<file path="src/rtl/smp_defines.vh">
/*
 * Constants for the synchronous memory port controller: widths, state codes,
 * setting encodings and reset levels of the pins.
 * Assumes inclusion by bare name from the design file; definitions only.
 */
`ifndef SMP_DEFINES_VH
`define SMP_DEFINES_VH

// data path and address widths
`define SMP_DW            32
`define SMP_AW            20
`define SMP_BW            4

// sequencer states
`define SMP_ST_IDLE       2'h0
`define SMP_ST_ISSUE      2'h1
`define SMP_ST_LAT        2'h2
`define SMP_ST_DESEL      2'h3

// setting encodings
`define SMP_CLKSEL_ONE    1'h0
`define SMP_CHIP_SELECT_EXTEND_STD     1'h0
`define SMP_CHIP_SELECT_EXTEND_FIFO    1'h1
`define SMP_READ_ENABLE_MODE_ADS     1'h0
`define SMP_READ_ENABLE_MODE_RE      1'h1

// phase counter width and first phase
`define SMP_PW            3
`define SMP_PHASE_CMD     3'h0

// strobe pins idle high
`define SMP_PIN_IDLE      1'h1
`endif

</file>
<file path="src/rtl/smp_ctrl.v">
/*
 * Synchronous memory port controller: one request at a time is run against
 * burst SRAM, zero-turnaround SRAM or a synchronous FIFO over shared strobe
 * pins, paced by one of two interface clocks.
 * Assumes the interface clocks come from elsewhere and are slower than
 * mclk/2; settings are steady while a request is offered.
 */
`timescale 1ns/100ps
`include "smp_defines.vh"

// Notes on behaviour
// - read latency zero to three interface cycles
// - write latency zero to three interface cycles
// - extend off: chip select drops after command
// - extend on: chip select follows output enable
// - mode zero: address strobe plus deselect cycle
// - mode one: read enable, no deselect cycle
// - pins paced by chosen interface clock
// - three strobe pins: strobe, output, write enable
// - sdram clock enable on first port only
// - peripheral strobes on clock one; sdram clock enable passed through every mclk
// - peripheral mode: no capture, data undriven
// - peripheral strobe delay zero to three cycles
module smp_ctrl #(
    parameter FIRST_PORT = 1
) (
    // clock and reset
    input  wire                    mclk,
    input  wire                    rst_b,
    // interface clocks from the clock generator
    input  wire                    interface_clock_one,
    input  wire                    interface_clock_two,
    // settings
    input  wire [1:0]              sync_read_latency,
    input  wire [1:0]              sync_write_latency,
    input  wire                    chip_select_extend,
    input  wire                    read_enable_mode,
    input  wire                    sync_clock_select,
    input  wire [1:0]              peripheral_read_delay,
    input  wire [1:0]              peripheral_write_delay,
    input  wire                    sdram_clock_enable_req,
    // request side
    input  wire                    req_valid,
    output reg                     req_ready_r,
    input  wire                    req_write,
    input  wire                    req_periph,
    input  wire [`SMP_AW-1:0]      req_addr,
    input  wire [`SMP_BW-1:0]      req_be,
    input  wire [`SMP_DW-1:0]      req_wdata,
    // read data side
    output reg                     rd_valid_r,
    input  wire                    rd_ready,
    output reg  [`SMP_DW-1:0]      rd_data_r,
    // status
    output reg                     busy_r,
    // memory pins
    output reg                     chip_select_n_r,
    output reg                     strobe_ads_re_n_r,
    output reg                     sync_output_enable_n_r,
    output reg                     sync_write_enable_n_r,
    output reg  [`SMP_AW-1:0]      mem_addr_r,
    output reg  [`SMP_BW-1:0]      mem_be_n_r,
    output reg  [`SMP_DW-1:0]      mem_data_out_r,
    output reg                     mem_data_oe_r,
    input  wire [`SMP_DW-1:0]      mem_data_in,
    output reg                     peripheral_transfer_strobe_r,
    output reg                     sdram_clock_enable_r
);

    // synchronisers for clocks and read data; first stages read only by second
    reg                  clk1_m_r;
    reg                  clk1_s_r;
    reg                  clk1_d_r;
    reg                  clk2_m_r;
    reg                  clk2_s_r;
    reg                  clk2_d_r;
    reg [`SMP_DW-1:0]    din_m_r;
    reg [`SMP_DW-1:0]    din_s_r;

    // latched request
    reg [1:0]            state_r;
    reg [1:0]            state_nxt;
    reg [`SMP_PW-1:0]    cnt_r;
    reg                  wr_r;
    reg                  pdt_r;
    reg [1:0]            lat_r;
    reg [1:0]            dly_r;
    reg                  ext_r;
    reg                  ren_r;
    reg                  csel_r;
    reg [`SMP_AW-1:0]    addr_r;
    reg [`SMP_BW-1:0]    be_r;
    reg [`SMP_DW-1:0]    wdata_r;

    // spare entry of the two-entry read buffer
    reg                  spare_v_r;
    reg [`SMP_DW-1:0]    spare_d_r;

    wire                 tick1;
    wire                 tick2;
    wire                 tick;
    wire [`SMP_PW-1:0]   last;
    wire [`SMP_PW-1:0]   phase;
    wire                 active;
    wire                 capture;
    wire                 accept;
    wire                 pop;
    reg                  spare_v_nxt;

    // widen a two-bit setting to the phase counter width
    function [`SMP_PW-1:0] widen;
        input [1:0] v;
        begin
            widen = {1'h0, v};
        end
    endfunction

    // two-flop sampling of interface clocks and read data bus
    always @(posedge mclk)
    begin
        if (!rst_b)
        begin
            clk1_m_r <= 1'h0;
            clk1_s_r <= 1'h0;
            clk1_d_r <= 1'h0;
            clk2_m_r <= 1'h0;
            clk2_s_r <= 1'h0;
            clk2_d_r <= 1'h0;
            din_m_r  <= {`SMP_DW{1'h0}};
            din_s_r  <= {`SMP_DW{1'h0}};
        end
        else
        begin
            clk1_m_r <= interface_clock_one;
            clk1_s_r <= clk1_m_r;
            clk1_d_r <= clk1_s_r;
            clk2_m_r <= interface_clock_two;
            clk2_s_r <= clk2_m_r;
            clk2_d_r <= clk2_s_r;
            din_m_r  <= mem_data_in;
            din_s_r  <= din_m_r;
        end
    end

    // rising edges of each interface clock, seen in the mclk domain
    assign tick1 = clk1_s_r & ~clk1_d_r;
    assign tick2 = clk2_s_r & ~clk2_d_r;
    // peripheral transfers always pace on clock one
    assign tick = (pdt_r | (csel_r == `SMP_CLKSEL_ONE)) ? tick1 : tick2;

    // last phase: data phase plus any peripheral strobe delay
    assign last   = widen(lat_r) + (pdt_r ? widen(dly_r) : `SMP_PHASE_CMD);
    assign phase  = (state_r == `SMP_ST_ISSUE) ? `SMP_PHASE_CMD : cnt_r + 3'h1;
    assign active = (state_r == `SMP_ST_ISSUE) |
                    ((state_r == `SMP_ST_LAT) & (cnt_r < last));
    // read data sampled at the end of the data phase, never in peripheral mode
    assign capture = tick & (state_r == `SMP_ST_LAT) & ~wr_r & ~pdt_r &
                     (cnt_r == widen(lat_r));
    assign accept  = req_valid & req_ready_r;
    assign pop     = rd_valid_r & rd_ready;

    // sequencer next state; deselect cycle only in address strobe mode
    always @*
    begin
        state_nxt = state_r;
        case (state_r)
            `SMP_ST_IDLE:
            begin
                if (accept)
                    state_nxt = `SMP_ST_ISSUE;
            end
            `SMP_ST_ISSUE:
            begin
                if (tick)
                    state_nxt = `SMP_ST_LAT;
            end
            `SMP_ST_LAT:
            begin
                if (tick && (cnt_r == last))
                    state_nxt = (ren_r == `SMP_READ_ENABLE_MODE_ADS) ? `SMP_ST_DESEL :
                                `SMP_ST_IDLE;
            end
            `SMP_ST_DESEL:
            begin
                if (tick)
                    state_nxt = `SMP_ST_IDLE;
            end
            default:
            begin
                state_nxt = `SMP_ST_IDLE;
            end
        endcase
    end

    // spare entry occupancy after this cycle's push and pop
    always @*
    begin
        spare_v_nxt = spare_v_r;
        if (pop)
            spare_v_nxt = spare_v_r & capture;
        else if (capture && rd_valid_r)
            spare_v_nxt = 1'h1;
    end

    // request latch and phase counter
    always @(posedge mclk)
    begin
        if (!rst_b)
        begin
            state_r <= `SMP_ST_IDLE;
            cnt_r   <= `SMP_PHASE_CMD;
            wr_r    <= 1'h0;
            pdt_r   <= 1'h0;
            lat_r   <= 2'h0;
            dly_r   <= 2'h0;
            ext_r   <= `SMP_CHIP_SELECT_EXTEND_STD;
            ren_r   <= `SMP_READ_ENABLE_MODE_ADS;
            csel_r  <= `SMP_CLKSEL_ONE;
            addr_r  <= {`SMP_AW{1'h0}};
            be_r    <= {`SMP_BW{1'h0}};
            wdata_r <= {`SMP_DW{1'h0}};
        end
        else
        begin
            state_r <= state_nxt;
            if (accept)
            begin
                wr_r    <= req_write;
                pdt_r   <= req_periph;
                // settings captured per access so they hold for its length
                lat_r   <= req_write ? sync_write_latency : sync_read_latency;
                dly_r   <= req_write ? peripheral_write_delay : peripheral_read_delay;
                ext_r   <= chip_select_extend;
                ren_r   <= read_enable_mode;
                csel_r  <= sync_clock_select;
                addr_r  <= req_addr;
                be_r    <= req_be;
                wdata_r <= req_wdata;
            end
            if (tick && active)
                cnt_r <= phase;
        end
    end

    // pin launch on the pacing clock edge; strobes idle outside phases, address and byte enables hold
    always @(posedge mclk)
    begin
        if (!rst_b)
        begin
            chip_select_n_r              <= `SMP_PIN_IDLE;
            strobe_ads_re_n_r            <= `SMP_PIN_IDLE;
            sync_output_enable_n_r       <= `SMP_PIN_IDLE;
            sync_write_enable_n_r        <= `SMP_PIN_IDLE;
            mem_addr_r                   <= {`SMP_AW{1'h0}};
            mem_be_n_r                   <= {`SMP_BW{1'h1}};
            mem_data_out_r               <= {`SMP_DW{1'h0}};
            mem_data_oe_r                <= 1'h0;
            peripheral_transfer_strobe_r <= 1'h0;
        end
        else if (tick)
        begin
            if (active)
            begin
                // command in phase zero on the three shared strobes
                strobe_ads_re_n_r     <= (phase != `SMP_PHASE_CMD);
                sync_write_enable_n_r <= ~(wr_r & (phase == `SMP_PHASE_CMD));
                sync_output_enable_n_r <= ~(~wr_r & (phase <= widen(lat_r)));
                // extended select rides with output enable for FIFO glue
                chip_select_n_r <= ~((phase == `SMP_PHASE_CMD) |
                                     (ext_r & ~wr_r & (phase <= widen(lat_r))));
                mem_addr_r      <= addr_r;
                mem_be_n_r      <= ~be_r;
                mem_data_out_r  <= wdata_r;
                // write data in its latency phase; bus left alone for peripheral
                mem_data_oe_r   <= wr_r & ~pdt_r & (phase == widen(lat_r));
                peripheral_transfer_strobe_r <= pdt_r & (phase == last);
            end
            else
            begin
                // deselect or idle: every strobe released
                chip_select_n_r              <= `SMP_PIN_IDLE;
                strobe_ads_re_n_r            <= `SMP_PIN_IDLE;
                sync_output_enable_n_r       <= `SMP_PIN_IDLE;
                sync_write_enable_n_r        <= `SMP_PIN_IDLE;
                mem_data_oe_r                <= 1'h0;
                peripheral_transfer_strobe_r <= 1'h0;
            end
        end
    end

    // two-entry read buffer: output stage plus spare, so a stall loses nothing
    always @(posedge mclk)
    begin
        if (!rst_b)
        begin
            rd_valid_r <= 1'h0;
            rd_data_r  <= {`SMP_DW{1'h0}};
            spare_v_r  <= 1'h0;
            spare_d_r  <= {`SMP_DW{1'h0}};
        end
        else
        begin
            spare_v_r <= spare_v_nxt;
            if (capture && rd_valid_r && !pop)
                spare_d_r <= din_s_r;
            if (pop)
            begin
                rd_valid_r <= spare_v_r | capture;
                rd_data_r  <= spare_v_r ? spare_d_r : din_s_r;
                if (spare_v_r && capture)
                    spare_d_r <= din_s_r;
            end
            else if (capture && !rd_valid_r)
            begin
                rd_valid_r <= 1'h1;
                rd_data_r  <= din_s_r;
            end
        end
    end

    // handshake, status and sdram clock enable outputs
    always @(posedge mclk)
    begin
        if (!rst_b)
        begin
            req_ready_r          <= 1'h0;
            busy_r               <= 1'h0;
            sdram_clock_enable_r <= 1'h0;
        end
        else
        begin
            // one access at a time, only while the spare entry is free
            req_ready_r <= (state_nxt == `SMP_ST_IDLE) & ~accept & ~spare_v_nxt;
            busy_r      <= (state_nxt != `SMP_ST_IDLE);
            // second port keeps this pin low, it has no such output
            if (FIRST_PORT != 0)
                sdram_clock_enable_r <= sdram_clock_enable_req;
        end
    end

endmodule

</file>
<file path="config.mk">
export PLATFORM = sky130hd
export DESIGN_NAME = smp_ctrl
export DESIGN_NICKNAME = d
export VERILOG_FILES = /design/src/rtl/smp_ctrl.v
export VERILOG_INCLUDE_DIRS = /design/src /design/src/rtl
export SDC_FILE = /design/constraint.sdc
export NUM_CORES = 1
export LEC_CHECK = 0
export ABC_AREA = 1
export BUFFER_PORTS_ARGS = -buffer_cell sky130_fd_sc_hd__buf_4
export CAP_MARGIN = 20
export CORE_UTILIZATION = 25
export CTS_CLUSTER_DIAMETER = 30
export DETAILED_ROUTE_END_ITERATION = 16
export PLACE_DENSITY_LB_ADDON = 0.2
export SLEW_MARGIN = 5
export SYNTH_ARGS = -nofsm -noshare
export SYNTH_HDL_FRONTEND = slang
export SYNTH_SLANG_ARGS = --single-unit
</file>
<file path="constraint.sdc">
create_clock -name mclk -period 4.7 [get_ports mclk]
set_input_delay 0 -clock mclk [delete_from_list [all_inputs] [get_ports mclk]]
set_output_delay 0 -clock mclk [all_outputs]
set_load 0.05 [all_outputs]
</file>
==> results of run 1 <==
## per-layer routing
| metal | global-route usage | up-vias | share of wire |
|---|---|---|---|
| li1 | - | 4986 | - |
| met1 | 0.166 | 4160 | 0.45 |
| met2 | 0.216 | 219 | 0.45 |
| met3 | 0.0514 | 59 | 0.076 |
| met4 | 0.0601 | 0 | 0.025 |
| met5 | 0 | - | 0 |
## area by class of cell
cell class	count	area, um^2
multi-input combinational	863	3850
tap	525	657
clock inverter	33	541
inverter	174	653
sequential	271	5430
fill	4098	24000
timing repair buffer	356	3030
clock buffer	98	2060
## repair_timing
| action | in CTS | in global routing |
|---|---|---|
| endpoints found under the hold margin | 150 | 0 |
| hold buffers | 143 | 0 |
| buffers inserted | 0 | 0 |
## per-stage QoR
stage	setup slack, ns	cell area, um^2
2_1_floorplan	2.30	10300
3_3_place_gp	1.84	12200
3_5_place_dp	1.80	12200
4_1_cts	1.78	16200
5_1_grt	1.49	16200
6_report	1.81	16200
## power by group through the flow
stage,registers (mW),clock network (mW),logic (mW)
floorplan,2.67,0,0.332
global placement,2.56,0,0.674
detailed placement,2.56,0,0.678
CTS,2.52,5.32,0.789
global route,2.54,5.45,0.869
finish,2.52,5.19,0.779
## flip-flops by register name (all words and copies together), names as in the netlist, 3 cells and up
| name | flops |
|---|---|
| wdata_r | 32 |
| mem_data_out_r | 32 |
| din_m_r | 32 |
| din_s_r | 32 |
| addr_r | 20 |
| mem_addr_r | 20 |
| mem_be_n_r | 4 |
| rd_data_r | 32 |
| cnt_r | 3 |
| spare_d_r | 32 |
| be_r | 4 |
## cell usage after synthesis, drive strengths merged
master,number,area share
o21ai,155,0.075
nand3,61,0.039
fa,1,0.0019
nand4,1,0.00061
ha,7,0.0085
nand2,258,0.096
a21oi,48,0.024
nor2,325,0.12
buf,30,0.019
mux2i,4,0.0039
clkbuf,50,0.018
inv,174,0.063
dfxtp,271,0.53
o22ai,3,0.0018
## cells in the final DEF (no fill, tap or decap), drive strengths merged
master	Yosys	routed
inv	174	179
clkinv	0	13
dlygate4sd3	0	143
dfxtp	271	271
clkbuf	50	98
nand2	258	258
nand3	61	61
o21ai	155	155
buf	30	213
o22ai	3	3
ha	7	7
nand4	1	1
mux2i	4	4
nor2	325	325
bufinv	0	13
a21oi	48	48
clkinvlp	0	2
fa	1	1
## worst max-delay path by stage
| stage | cells after the start | slack, ns | to |
|---|---|---|---|
| floorplan | 14 | 2.30 | mem_data_out_r[10] |
| global placement | 13 | 1.84 | cnt_r[0] |
| detailed placement | 13 | 1.80 | cnt_r[2] |
| CTS | 13 | 1.78 | cnt_r[0] |
| global route | 13 | 1.49 | mem_addr_r[9] |
| finish | 13 | 1.81 | cnt_r[2] |
## kinds of logic after synthesis
family / after synthesis
DFF: 271
and+or+nand+nor: 645
muxes: 4
adders and majority gates: 8
buffers and inverters: 254
AOI/OAI and AO/OA: 206
## worst max-delay path: stages (launching register included)
cell     delay (ns)
dfxtp_1        0.45
nand2_1        0.08
inv_1          0.06
ha_1           0.13
inv_1          0.04
fa_1           0.48
ha_1           0.31
nand3_1        0.09
nand3_2        0.11
nand2_1        0.11
nand2_2        0.07
buf_4          0.54
o21ai_0        0.16
a21oi_1        0.16
==> qor.csv, run 1 <==
stage,metric,value,unit
flow_run,cap_violations,0,
setup_path,r2r-end,cnt_r[2],
global_routing,grt_pass1_vias,9103,
cells_and_area,utilization,0.404,
logic_synthesis,synth-compound-area-share,0.102,
setup_path,endpoint_kind,flip-flop,
route,antenna_left,0,
global_routing,grt_overflow,0,
floorplanning,die_x,205,um
floorplanning,dieArea,42000,um^2
clock_network,clock_sinks,271,
clock_network,cts_tree,done,
clock_network,cts.reportedPaths.clkPinSlew,0.04,ns
global_routing,antenna_found_initial,0,
sta,max_freq,0.346,GHz
sta,grt_setup_unrepaired,false,
logic_synthesis,synth_top_family_by_area,simple AND/OR/NAND/NOR gates,
logic_synthesis,synthXorXnorAreaFrac,0,
route,routed_wl,28.4,mm
pwr,clockPowerShare,0.611,
setup_path,crit_path_start,pdt_r,
logic_synthesis,synth_simple_gate_area_frac,0.257,
pwr,cellLeakagePower,7.94,nW
sta,setup_viol,0,
cells_and_area,nets,1855,
clock_network,root_buffer,clkbuf_16,
logic_synthesis,syn_nets,1504,
clock_network,h-tree-depth,3,
route,drt-pass1-iter-count,4,
worst_hold_path,whs_path_depth,5,
worst_hold_path,hold_end,dly_r[0],
pwr,peakVddDrop,0.255,mV
clock_network,insertion_delay,0.57,ns
clock_network,cts_buffers,73,
sta,tns,0,ns
global_routing,grt_pass1_wl,45.7,mm
setup_path,startpoint_type,flip-flop,
placement,dp.cells,2046,
setup_path,timing.rr.start,pdt_r,
cells_and_area,fin_cells,2320,
clock_network,ctsResizeCount,0,
route,via_count,9424,
cells_and_area,n_antenna_cell,0,
floorplanning,io_pins,206,
setup_path,reg2reg_slack,1.81,ns
logic_synthesis,yosys.area_share.adder,0.0104,
setup_path,worst-path-max-fanout,65,
sta,hold_violations,0,
logic_synthesis,post_synth_num_cell_types,27,
logic_synthesis,synth-seq-cells,271,
sta,finalMaxSlewViolations,0,
pwr,sw_frac_of_total,0.230,
sta,worstMarginPinSlew,0.892,ns
pwr,switchingPower,1.95,mW
floorplanning,core,40200,um^2
sta,whs,0.132,ns
route,wl_per_cell,12.3,um
logic_synthesis,synthCells,1388,
placement,gp_congestion,0.770,
pwr,seqPwrFrac,0.297,
outcome,status,finished clean,
cells_and_area,syn2layout_area_growth,57.5,%
sta,slew_headroom,0.405,
logic_synthesis,yosys-mux-area-fraction,0.00389,
setup_path,reg2reg_depth,13,
setup_path,cp.required,5.19,ns
pwr,power.total,8.49,mW
floorplanning,row_count,73,
pwr,intPower,6.54,mW
pwr,pwr-share-comb,0.092,
pwr,power_density,523,nW/um^2
clock_network,cts_buffer_depth,3,
placement,numPortBuffers,205,
logic_synthesis,yosysSeqAreaShare,0.527,
global_routing,track_usage,0.137,
worst_hold_path,worst_hold_path_type,input pin to flip-flop,
floorplanning,die_h,205,um
route,vias_per_cell,4.06,
worst_hold_path,min_from,req_valid,
global_routing,grt_max_degree,111,
sta,skew,0.0238,ns
sta,period_minus_slack,2.89,ns
logic_synthesis,synth_area_per_cell,7.42,um^2
setup_path,crit_type,flip-flop to flip-flop,
cells_and_area,drive_gt1_frac,0.202,
route,drt_iter0_markers,341,
placement,dpl.hpwl,16.8,mm
route,post-route-drc-count,0,
floorplanning,initial_core_util,0.256,
logic_synthesis,syn_area,10300,um^2
logic_synthesis,ys_warn_count,0,
sta,period_share,0.616,
setup_path,arrival,3.39,ns
Note: power is estimated with default switching activity, not from simulation.
==> inputs of run 2 (changes only) <==
==> constraint.sdc (replaced) <==
create_clock -name mclk -period 2.4 [get_ports mclk]
set_input_delay 0 -clock mclk [delete_from_list [all_inputs] [get_ports mclk]]
set_output_delay 0 -clock mclk [all_outputs]
set_load 0.05 [all_outputs]
==> qor.csv, run 2 (synthesis gave the netlist of run 1 again) <==
stage,metric,value,unit,change
worst_hold_path,min_from,req_valid,,unchanged
setup_path,arrival,2.83,ns,was 3.39 ns
pwr,peakVddDrop,0.454,mV,was 0.255 mV
outcome,status,finished clean,,unchanged
cells_and_area,syn2layout_area_growth,59.3,%,was 57.5%
global_routing,track_usage,0.134,,was 0.137
sta,worstMarginPinSlew,0.557,ns,was 0.892 ns
setup_path,r2r-end,mem_addr_r[1],,was cnt_r[2]
placement,gp_congestion,0.780,,was 0.770
pwr,cellLeakagePower,8.03,nW,was 7.94 nW
cells_and_area,n_antenna_cell,0,,unchanged
pwr,sw_frac_of_total,0.235,,was 0.230
clock_network,clock_sinks,271,,unchanged
floorplanning,dieArea,42000,um^2,unchanged
pwr,switchingPower,3.88,mW,was 1.95 mW
clock_network,root_buffer,clkbuf_16,,unchanged
global_routing,grt_max_degree,113,,was 111
pwr,power_density,1010,nW/um^2,was 523 nW/um^2
sta,setup_viol,0,,unchanged
cells_and_area,utilization,0.408,,was 0.404
clock_network,cts_buffer_depth,3,,unchanged
setup_path,cp.required,2.90,ns,was 5.19 ns
setup_path,crit_type,flip-flop to flip-flop,,unchanged
sta,grt_setup_unrepaired,true,,was false
floorplanning,initial_core_util,0.256,,unchanged
placement,numPortBuffers,205,,unchanged
clock_network,cts_tree,done,,unchanged
route,drt_iter0_markers,356,,was 341
global_routing,antenna_found_initial,0,,unchanged
setup_path,endpoint_kind,flip-flop,,unchanged
setup_path,startpoint_type,flip-flop,,unchanged
pwr,seqPwrFrac,0.298,,was 0.297
global_routing,grt_pass1_vias,8971,,was 9103
floorplanning,die_h,205,um,unchanged
setup_path,reg2reg_slack,0.07,ns,was 1.81 ns
route,post-route-drc-count,0,,unchanged
clock_network,cts.reportedPaths.clkPinSlew,0.04,ns,about the same
sta,slew_headroom,0.628,,was 0.405
pwr,clockPowerShare,0.607,,was 0.611
pwr,pwr-share-comb,0.095,,was 0.092
setup_path,timing.rr.start,dly_r[0],,was pdt_r
setup_path,path_cells,"nand2_1, inv_1, ha_1, inv_1, fa_1, ha_1, nand3_1, nand3_2, buf_6, a21oi_4, buf_12, clkbuf_16, nor2_1, nor2_1",,"was nand2_1, inv_1, ha_1, inv_1, fa_1, ha_1, nand3_1, nand3_2, nand2_1, nand2_2, buf_4, o21ai_0, a21oi_1"
setup_path,max_stage_delay,0.43,ns,was 0.54 ns
route,drt-pass1-iter-count,6,,was 4
placement,dpl.hpwl,17.6,mm,was 16.8 mm
floorplanning,row_count,73,,unchanged
flow_run,cap_violations,0,,unchanged
route,antenna_left,0,,unchanged
setup_path,worst_path_max_delay_cell,fa_1,,was buf_4
global_routing,grt_overflow,0,,unchanged
floorplanning,io_pins,206,,unchanged
floorplanning,core,40200,um^2,unchanged
setup_path,reg2reg_depth,14,,was 13
worst_hold_path,whs_path_depth,5,,unchanged
floorplanning,die_x,205,um,unchanged
setup_path,crit_path_end,mem_addr_r[1],,was cnt_r[2]
global_routing,grt_pass1_wl,45.0,mm,was 45.7 mm
sta,finalMaxSlewViolations,0,,unchanged
sta,skew,0.0144,ns,was 0.0238 ns
clock_network,insertion_delay,0.56,ns,was 0.57 ns
cells_and_area,drive_gt1_frac,0.217,,was 0.202
pwr,power.total,16.5,mW,was 8.49 mW
route,routed_wl,28.1,mm,was 28.4 mm
route,vias_per_cell,4.07,,was 4.06
sta,hold_violations,0,,unchanged
route,via_count,9451,,was 9424
route,wl_per_cell,12.1,um,was 12.3 um
cells_and_area,final_cell_mix,"321 x nor2_1, 270 x dfxtp_1, 251 x nand2_1, 219 x buf_4, 172 x inv_1",,"was 321 x nor2_1, 271 x dfxtp_1, 251 x nand2_1, 212 x buf_4, 172 x inv_1"
cells_and_area,nets,1859,,was 1855
setup_path,crit_path_start,dly_r[0],,was pdt_r
cells_and_area,fillCellCount,4081,,was 4098
sta,max_freq,0.429,GHz,was 0.346 GHz
cells_and_area,final_common_cell,nor2_1,,unchanged
setup_path,worst-path-max-fanout,8,,was 65
worst_hold_path,worst_hold_path_type,input pin to flip-flop,,unchanged
clock_network,cts_buffers,70,,was 73
sta,period_minus_slack,2.33,ns,was 2.89 ns
clock_network,h-tree-depth,3,,unchanged
pwr,intPower,12.7,mW,was 6.54 mW
sta,period_share,0.972,,was 0.616
-- run 2: worst min-delay path by stage --
stage / endpoint / slack [ns]
after global routing: wdata_r[21] / 0.05
final: wdata_r[21] / 0.02
after floorplan: clk1_m_r / 0.1
after CTS: wdata_r[21] / 0.0006
after detailed placement: din_m_r[18] / 0.19
after global placement: din_m_r[9] / 0.18
-- run 2: power by group through the flow --
stage | clock (mW) | combinational (mW) | sequential [mW]
2_1_floorplan | 0 | 0.650 | 5.24
3_3_place_gp | 0 | 1.38 | 5.01
3_5_place_dp | 0 | 1.38 | 5.01
4_1_cts | 10.3 | 1.57 | 4.94
5_1_grt | 10.6 | 1.74 | 4.96
6_report | 10.0 | 1.57 | 4.94
-- run 2: per-stage QoR --
| stage | TNS, ns | setup slack (ns) | instance area (um^2) | std cells | hold WS [ns] |
|---|---|---|---|---|---|
| 2_1_floorplan | 0 | 0.00261 | 10300 | 1388 | 0.0976 |
| 3_3_place_gp | 0 | 0.0674 | 12500 | 2066 | 0.182 |
| 3_5_place_dp | 0 | 0.0222 | 12500 | 2066 | 0.185 |
| 4_1_cts | 0 | 0.00970 | 16300 | 2322 | 0.000620 |
| 5_1_grt | -1.23 | -0.0597 | 16400 | 2324 | 0.0547 |
| 6_report | 0 | 0.0670 | 16400 | 2324 | 0.0159 |
-- run 2: worst max-delay path: cells and delay by family, from the launching register on --
family / cells / cell delay [ns]
DFF: 1 / 0.31
AOI/OAI and AO/OA: 1 / 0.15
buffers and inverters: 5 / 0.54
adders and majority gates: 3 / 0.90
and+or+nand+nor: 5 / 0.37
-- run 2: metal layers --
layer | vias to the layer above | part of all wire | track usage
li1 | 5002 | - | -
met4 | 0 | 0.028 | 0.0627
met3 | 56 | 0.077 | 0.0547
met1 | 4163 | 0.46 | 0.163
met5 | - | 0 | 0
met2 | 230 | 0.43 | 0.206
-- run 2: final cells by class --
cell class / instances / area [um^2] / share of cell area
clock inverter: 42 / 651 / 0.0397
multi-input combinational: 863 / 3870 / 0.236
timing repair buffer: 363 / 3220 / 0.197
tap: 525 / 657 / 0.0400
sequential: 271 / 5430 / 0.331
inverter: 174 / 653 / 0.0398
clock buffer: 86 / 1920 / 0.117
-- run 2: timing repair --
item                                   4_1_cts  5_1_grt
resized for setup                            0       12
setup endpoints to repair                    0       61
hold buffers                               128        0
endpoints found under the hold margin      117        0
buffers inserted                             0        1
==> inputs of run 3 (changes only) <==
--- a/config.mk
+++ b/config.mk
@@ -10,6 +10,7 @@
 export BUFFER_PORTS_ARGS = -buffer_cell sky130_fd_sc_hd__buf_4
 export CAP_MARGIN = 20
 export CORE_UTILIZATION = 25
+export CTS_BUF_LIST = sky130_fd_sc_hd__clkbuf_4
 export CTS_CLUSTER_DIAMETER = 30
 export DETAILED_ROUTE_END_ITERATION = 16
 export PLACE_DENSITY_LB_ADDON = 0.2
==> qor.csv, run 3 (synthesis gave the netlist of run 1 again) <==
stage,metric,value,unit,change
outcome,status,finished clean,,unchanged
sta,grt_setup_unrepaired,true,,unchanged
placement,dpl.hpwl,17.6,mm,unchanged
setup_path,cpMostUsedCell,nand3_4,,
setup_path,crit_type,flip-flop to flip-flop,,unchanged
worst_hold_path,hold_end,mem_data_out_r[6],,was wdata_r[21]
placement,gp_congestion,0.780,,unchanged
setup_path,reg2reg_depth,14,,unchanged
pwr,pwr-share-comb,0.166,,was 0.095
setup_path,cpLargestDelayFamily,adder cells,,unchanged
route,drt-pass1-iter-count,5,,was 6
sta,period_minus_slack,2.40,ns,was 2.33 ns
global_routing,track_usage,0.142,,was 0.134
sta,hold_violations,0,,unchanged
cells_and_area,utilization,0.416,,was 0.408
route,vias_per_cell,4.09,,was 4.07
cells_and_area,fin_cells,2515,,was 2324
global_routing,grt_pass1_wl,47.5,mm,was 45.0 mm
setup_path,worst_path_max_delay_cell,fa_2,,was fa_1
floorplanning,row_count,73,,unchanged
pwr,power.total,11.3,mW,was 16.5 mW
clock_network,cts_buffers,86,,was 70
placement,post-place-ws,0.0222,ns,unchanged
setup_path,startpoint_type,flip-flop,,unchanged
cells_and_area,fillCellCount,4096,,was 4081
route,drt_iter0_markers,344,,was 356
setup_path,path_cells,"nand2_1, inv_1, ha_2, inv_2, fa_2, ha_4, nand3_4, nand3_4, buf_6, a21oi_4, buf_12, clkbuf_16, nor2_2, nor2_1",,"was nand2_1, inv_1, ha_1, inv_1, fa_1, ha_1, nand3_1, nand3_2, buf_6, a21oi_4, buf_12, clkbuf_16, nor2_1, nor2_1"
global_routing,grt_max_degree,113,,unchanged
pwr,switchingPower,3.18,mW,was 3.88 mW
setup_path,max_stage_delay,0.57,ns,was 0.43 ns
setup_path,reg2reg_slack,0.0004,ns,was 0.07 ns
setup_path,worst-path-max-fanout,8,,unchanged
setup_path,r2r-end,mem_addr_r[1],,unchanged
pwr,sw_frac_of_total,0.282,,was 0.235
sta,whs,0.173,ns,was 0.0159 ns
clock_network,cts_buffer_depth,3,,unchanged
cells_and_area,final_common_cell,nor2_1,,unchanged
clock_network,h-tree-depth,3,,unchanged
route,antenna_left,0,,unchanged
clock_network,insertion_delay,0.76,ns,was 0.56 ns
setup_path,endpoint_kind,flip-flop,,unchanged
setup_path,cp.required,3.05,ns,was 2.90 ns
cells_and_area,drive_gt1_frac,0.214,,was 0.217
placement,dp.cells,2066,,unchanged
flow_run,cap_violations,0,,unchanged
sta,max_freq,0.417,GHz,was 0.429 GHz
pwr,peakVddDrop,0.351,mV,was 0.454 mV
clock_network,clock_sinks,271,,unchanged
pwr,clockPowerShare,0.397,,was 0.607
floorplanning,die_h,205,um,unchanged
placement,numPortBuffers,205,,unchanged
floorplanning,initial_core_util,0.256,,unchanged
clock_network,cts.reportedPaths.clkPinSlew,0.06,ns,was 0.04 ns
floorplanning,core,40200,um^2,unchanged
pwr,power_density,674,nW/um^2,was 1010 nW/um^2
pwr,cellLeakagePower,8.15,nW,was 8.03 nW
cells_and_area,final_cell_mix,"314 x nor2_1, 294 x dlygate4sd3_1, 270 x dfxtp_1, 250 x nand2_1, 219 x buf_4",,"was 321 x nor2_1, 270 x dfxtp_1, 251 x nand2_1, 219 x buf_4, 172 x inv_1"
sta,setup_ws,0.000356,ns,was 0.0670 ns
pwr,seqPwrFrac,0.437,,was 0.298
global_routing,antenna_found_initial,1,,was 0
route,via_count,10282,,was 9451
worst_hold_path,whs_path_depth,4,,was 5
cells_and_area,syn2layout_area_growth,62.3,%,was 59.3%
sta,period_share,1.00,,was 0.972
sta,worstMarginPinSlew,0.550,ns,was 0.557 ns
cells_and_area,nets,2044,,was 1859
pwr,intPower,8.08,mW,was 12.7 mW
floorplanning,io_pins,206,,unchanged
route,wl_per_cell,11.9,um,was 12.1 um
worst_hold_path,min_from,rst_b,,was req_valid
sta,finalMaxSlewViolations,0,,unchanged
global_routing,grt_overflow,0,,unchanged
clock_network,root_buffer,clkbuf_4,,was clkbuf_16
clock_network,cts_tree,done,,unchanged
sta,setup_viol,0,,unchanged
sta,skew,0.0479,ns,was 0.0144 ns
floorplanning,die_x,205,um,unchanged
setup_path,arrival,3.05,ns,was 2.83 ns
sta,slew_headroom,0.633,,was 0.628
route,post-route-drc-count,0,,unchanged
global_routing,grt_pass1_vias,9931,,was 8971
route,routed_wl,29.9,mm,was 28.1 mm
floorplanning,dieArea,42000,um^2,unchanged
setup_path,critPathBufInv,5,,unchanged
setup_path,timing.rr.start,dly_r[0],,unchanged
worst_hold_path,worst_hold_path_type,input pin to flip-flop,,unchanged
-- run 3: cell types whose count changed in the layout (fill, tap and decap cells not counted), sizes merged --
cell	change
bufinv	-13
clkinv	+9
clkinvlp	-5
dlygate4sd3	+166
clkbuf	+34
diode	+1
inv	-2
buf	+1
-- run 3: worst max path at each step --
stage / from / endpoint / slack (ns) / depth (start not counted)
after floorplan: pdt_r / mem_data_out_r[10] / 0.003 / 14
after global placement: dly_r[0] / mem_data_out_r[25] / 0.07 / 13
after detailed placement: dly_r[0] / mem_data_out_r[10] / 0.02 / 13
after CTS: dly_r[0] / mem_data_out_r[29] / 0.001 / 14
after global routing: dly_r[0] / mem_data_out_r[28] / -0.09 / 14
final: dly_r[0] / mem_addr_r[1] / 0.0004 / 14
-- run 3: layout make-up --
cell class	instances	area [um^2]	share of cell area
inverter	174	656	0.0392
tap	525	657	0.0393
sequential	271	5430	0.325
timing repair buffer	532	4950	0.296
clock buffer	118	886	0.0530
clock inverter	31	174	0.0104
multi-input combinational	863	3960	0.237
antenna	1	2.50	0.000150
-- run 3: repair_timing --
item | CTS | global route
gates resized for setup | 4 | 31
pin swaps | 0 | 14
setup buffers | 1 | 1
endpoints found under the hold margin | 271 | 0
hold buffers | 294 | 0
gates cloned | 0 | 3
endpoints found under the setup margin | 15 | 62
-- run 3: power by group through the flow --
stage | combinational, mW | clock (mW) | sequential (mW)
2_1_floorplan | 0.650 | 0 | 5.24
3_3_place_gp | 1.38 | 0 | 5.01
3_5_place_dp | 1.38 | 0 | 5.01
4_1_cts | 1.83 | 4.69 | 4.92
5_1_grt | 2.06 | 4.95 | 4.95
6_report | 1.87 | 4.47 | 4.92
-- run 3: worst reg2reg max path: cells and delay by family (launching register included) --
| kind | cells | cell delay (ns) |
|---|---|---|
| AO/OA/AOI/OAI | 1 | 0.18 |
| adder cells (fa/ha/maj) | 3 | 0.95 |
| buffers and inverters | 5 | 0.56 |
| flip-flops | 1 | 0.33 |
| AND/OR/NAND/NOR | 5 | 0.31 |
-- run 3: through the flow --
step | area, um^2 | setup TNS [ns]
after detailed placement | 12500 | 0
final | 16700 | 0
after floorplan | 10300 | 0
after CTS | 16500 | 0
after global routing | 16700 | -2.62
after global placement | 12500 | 0
-- run 3: layer usage --
layer	GRT usage	part of all wire	vias up	wire, um
met5	0	0	-	0
li1	-	-	5396	-
met4	0.0664	0.029	0	857
met1	0.163	0.44	4586	13200
met2	0.228	0.45	237	13500
met3	0.0566	0.075	63	2240
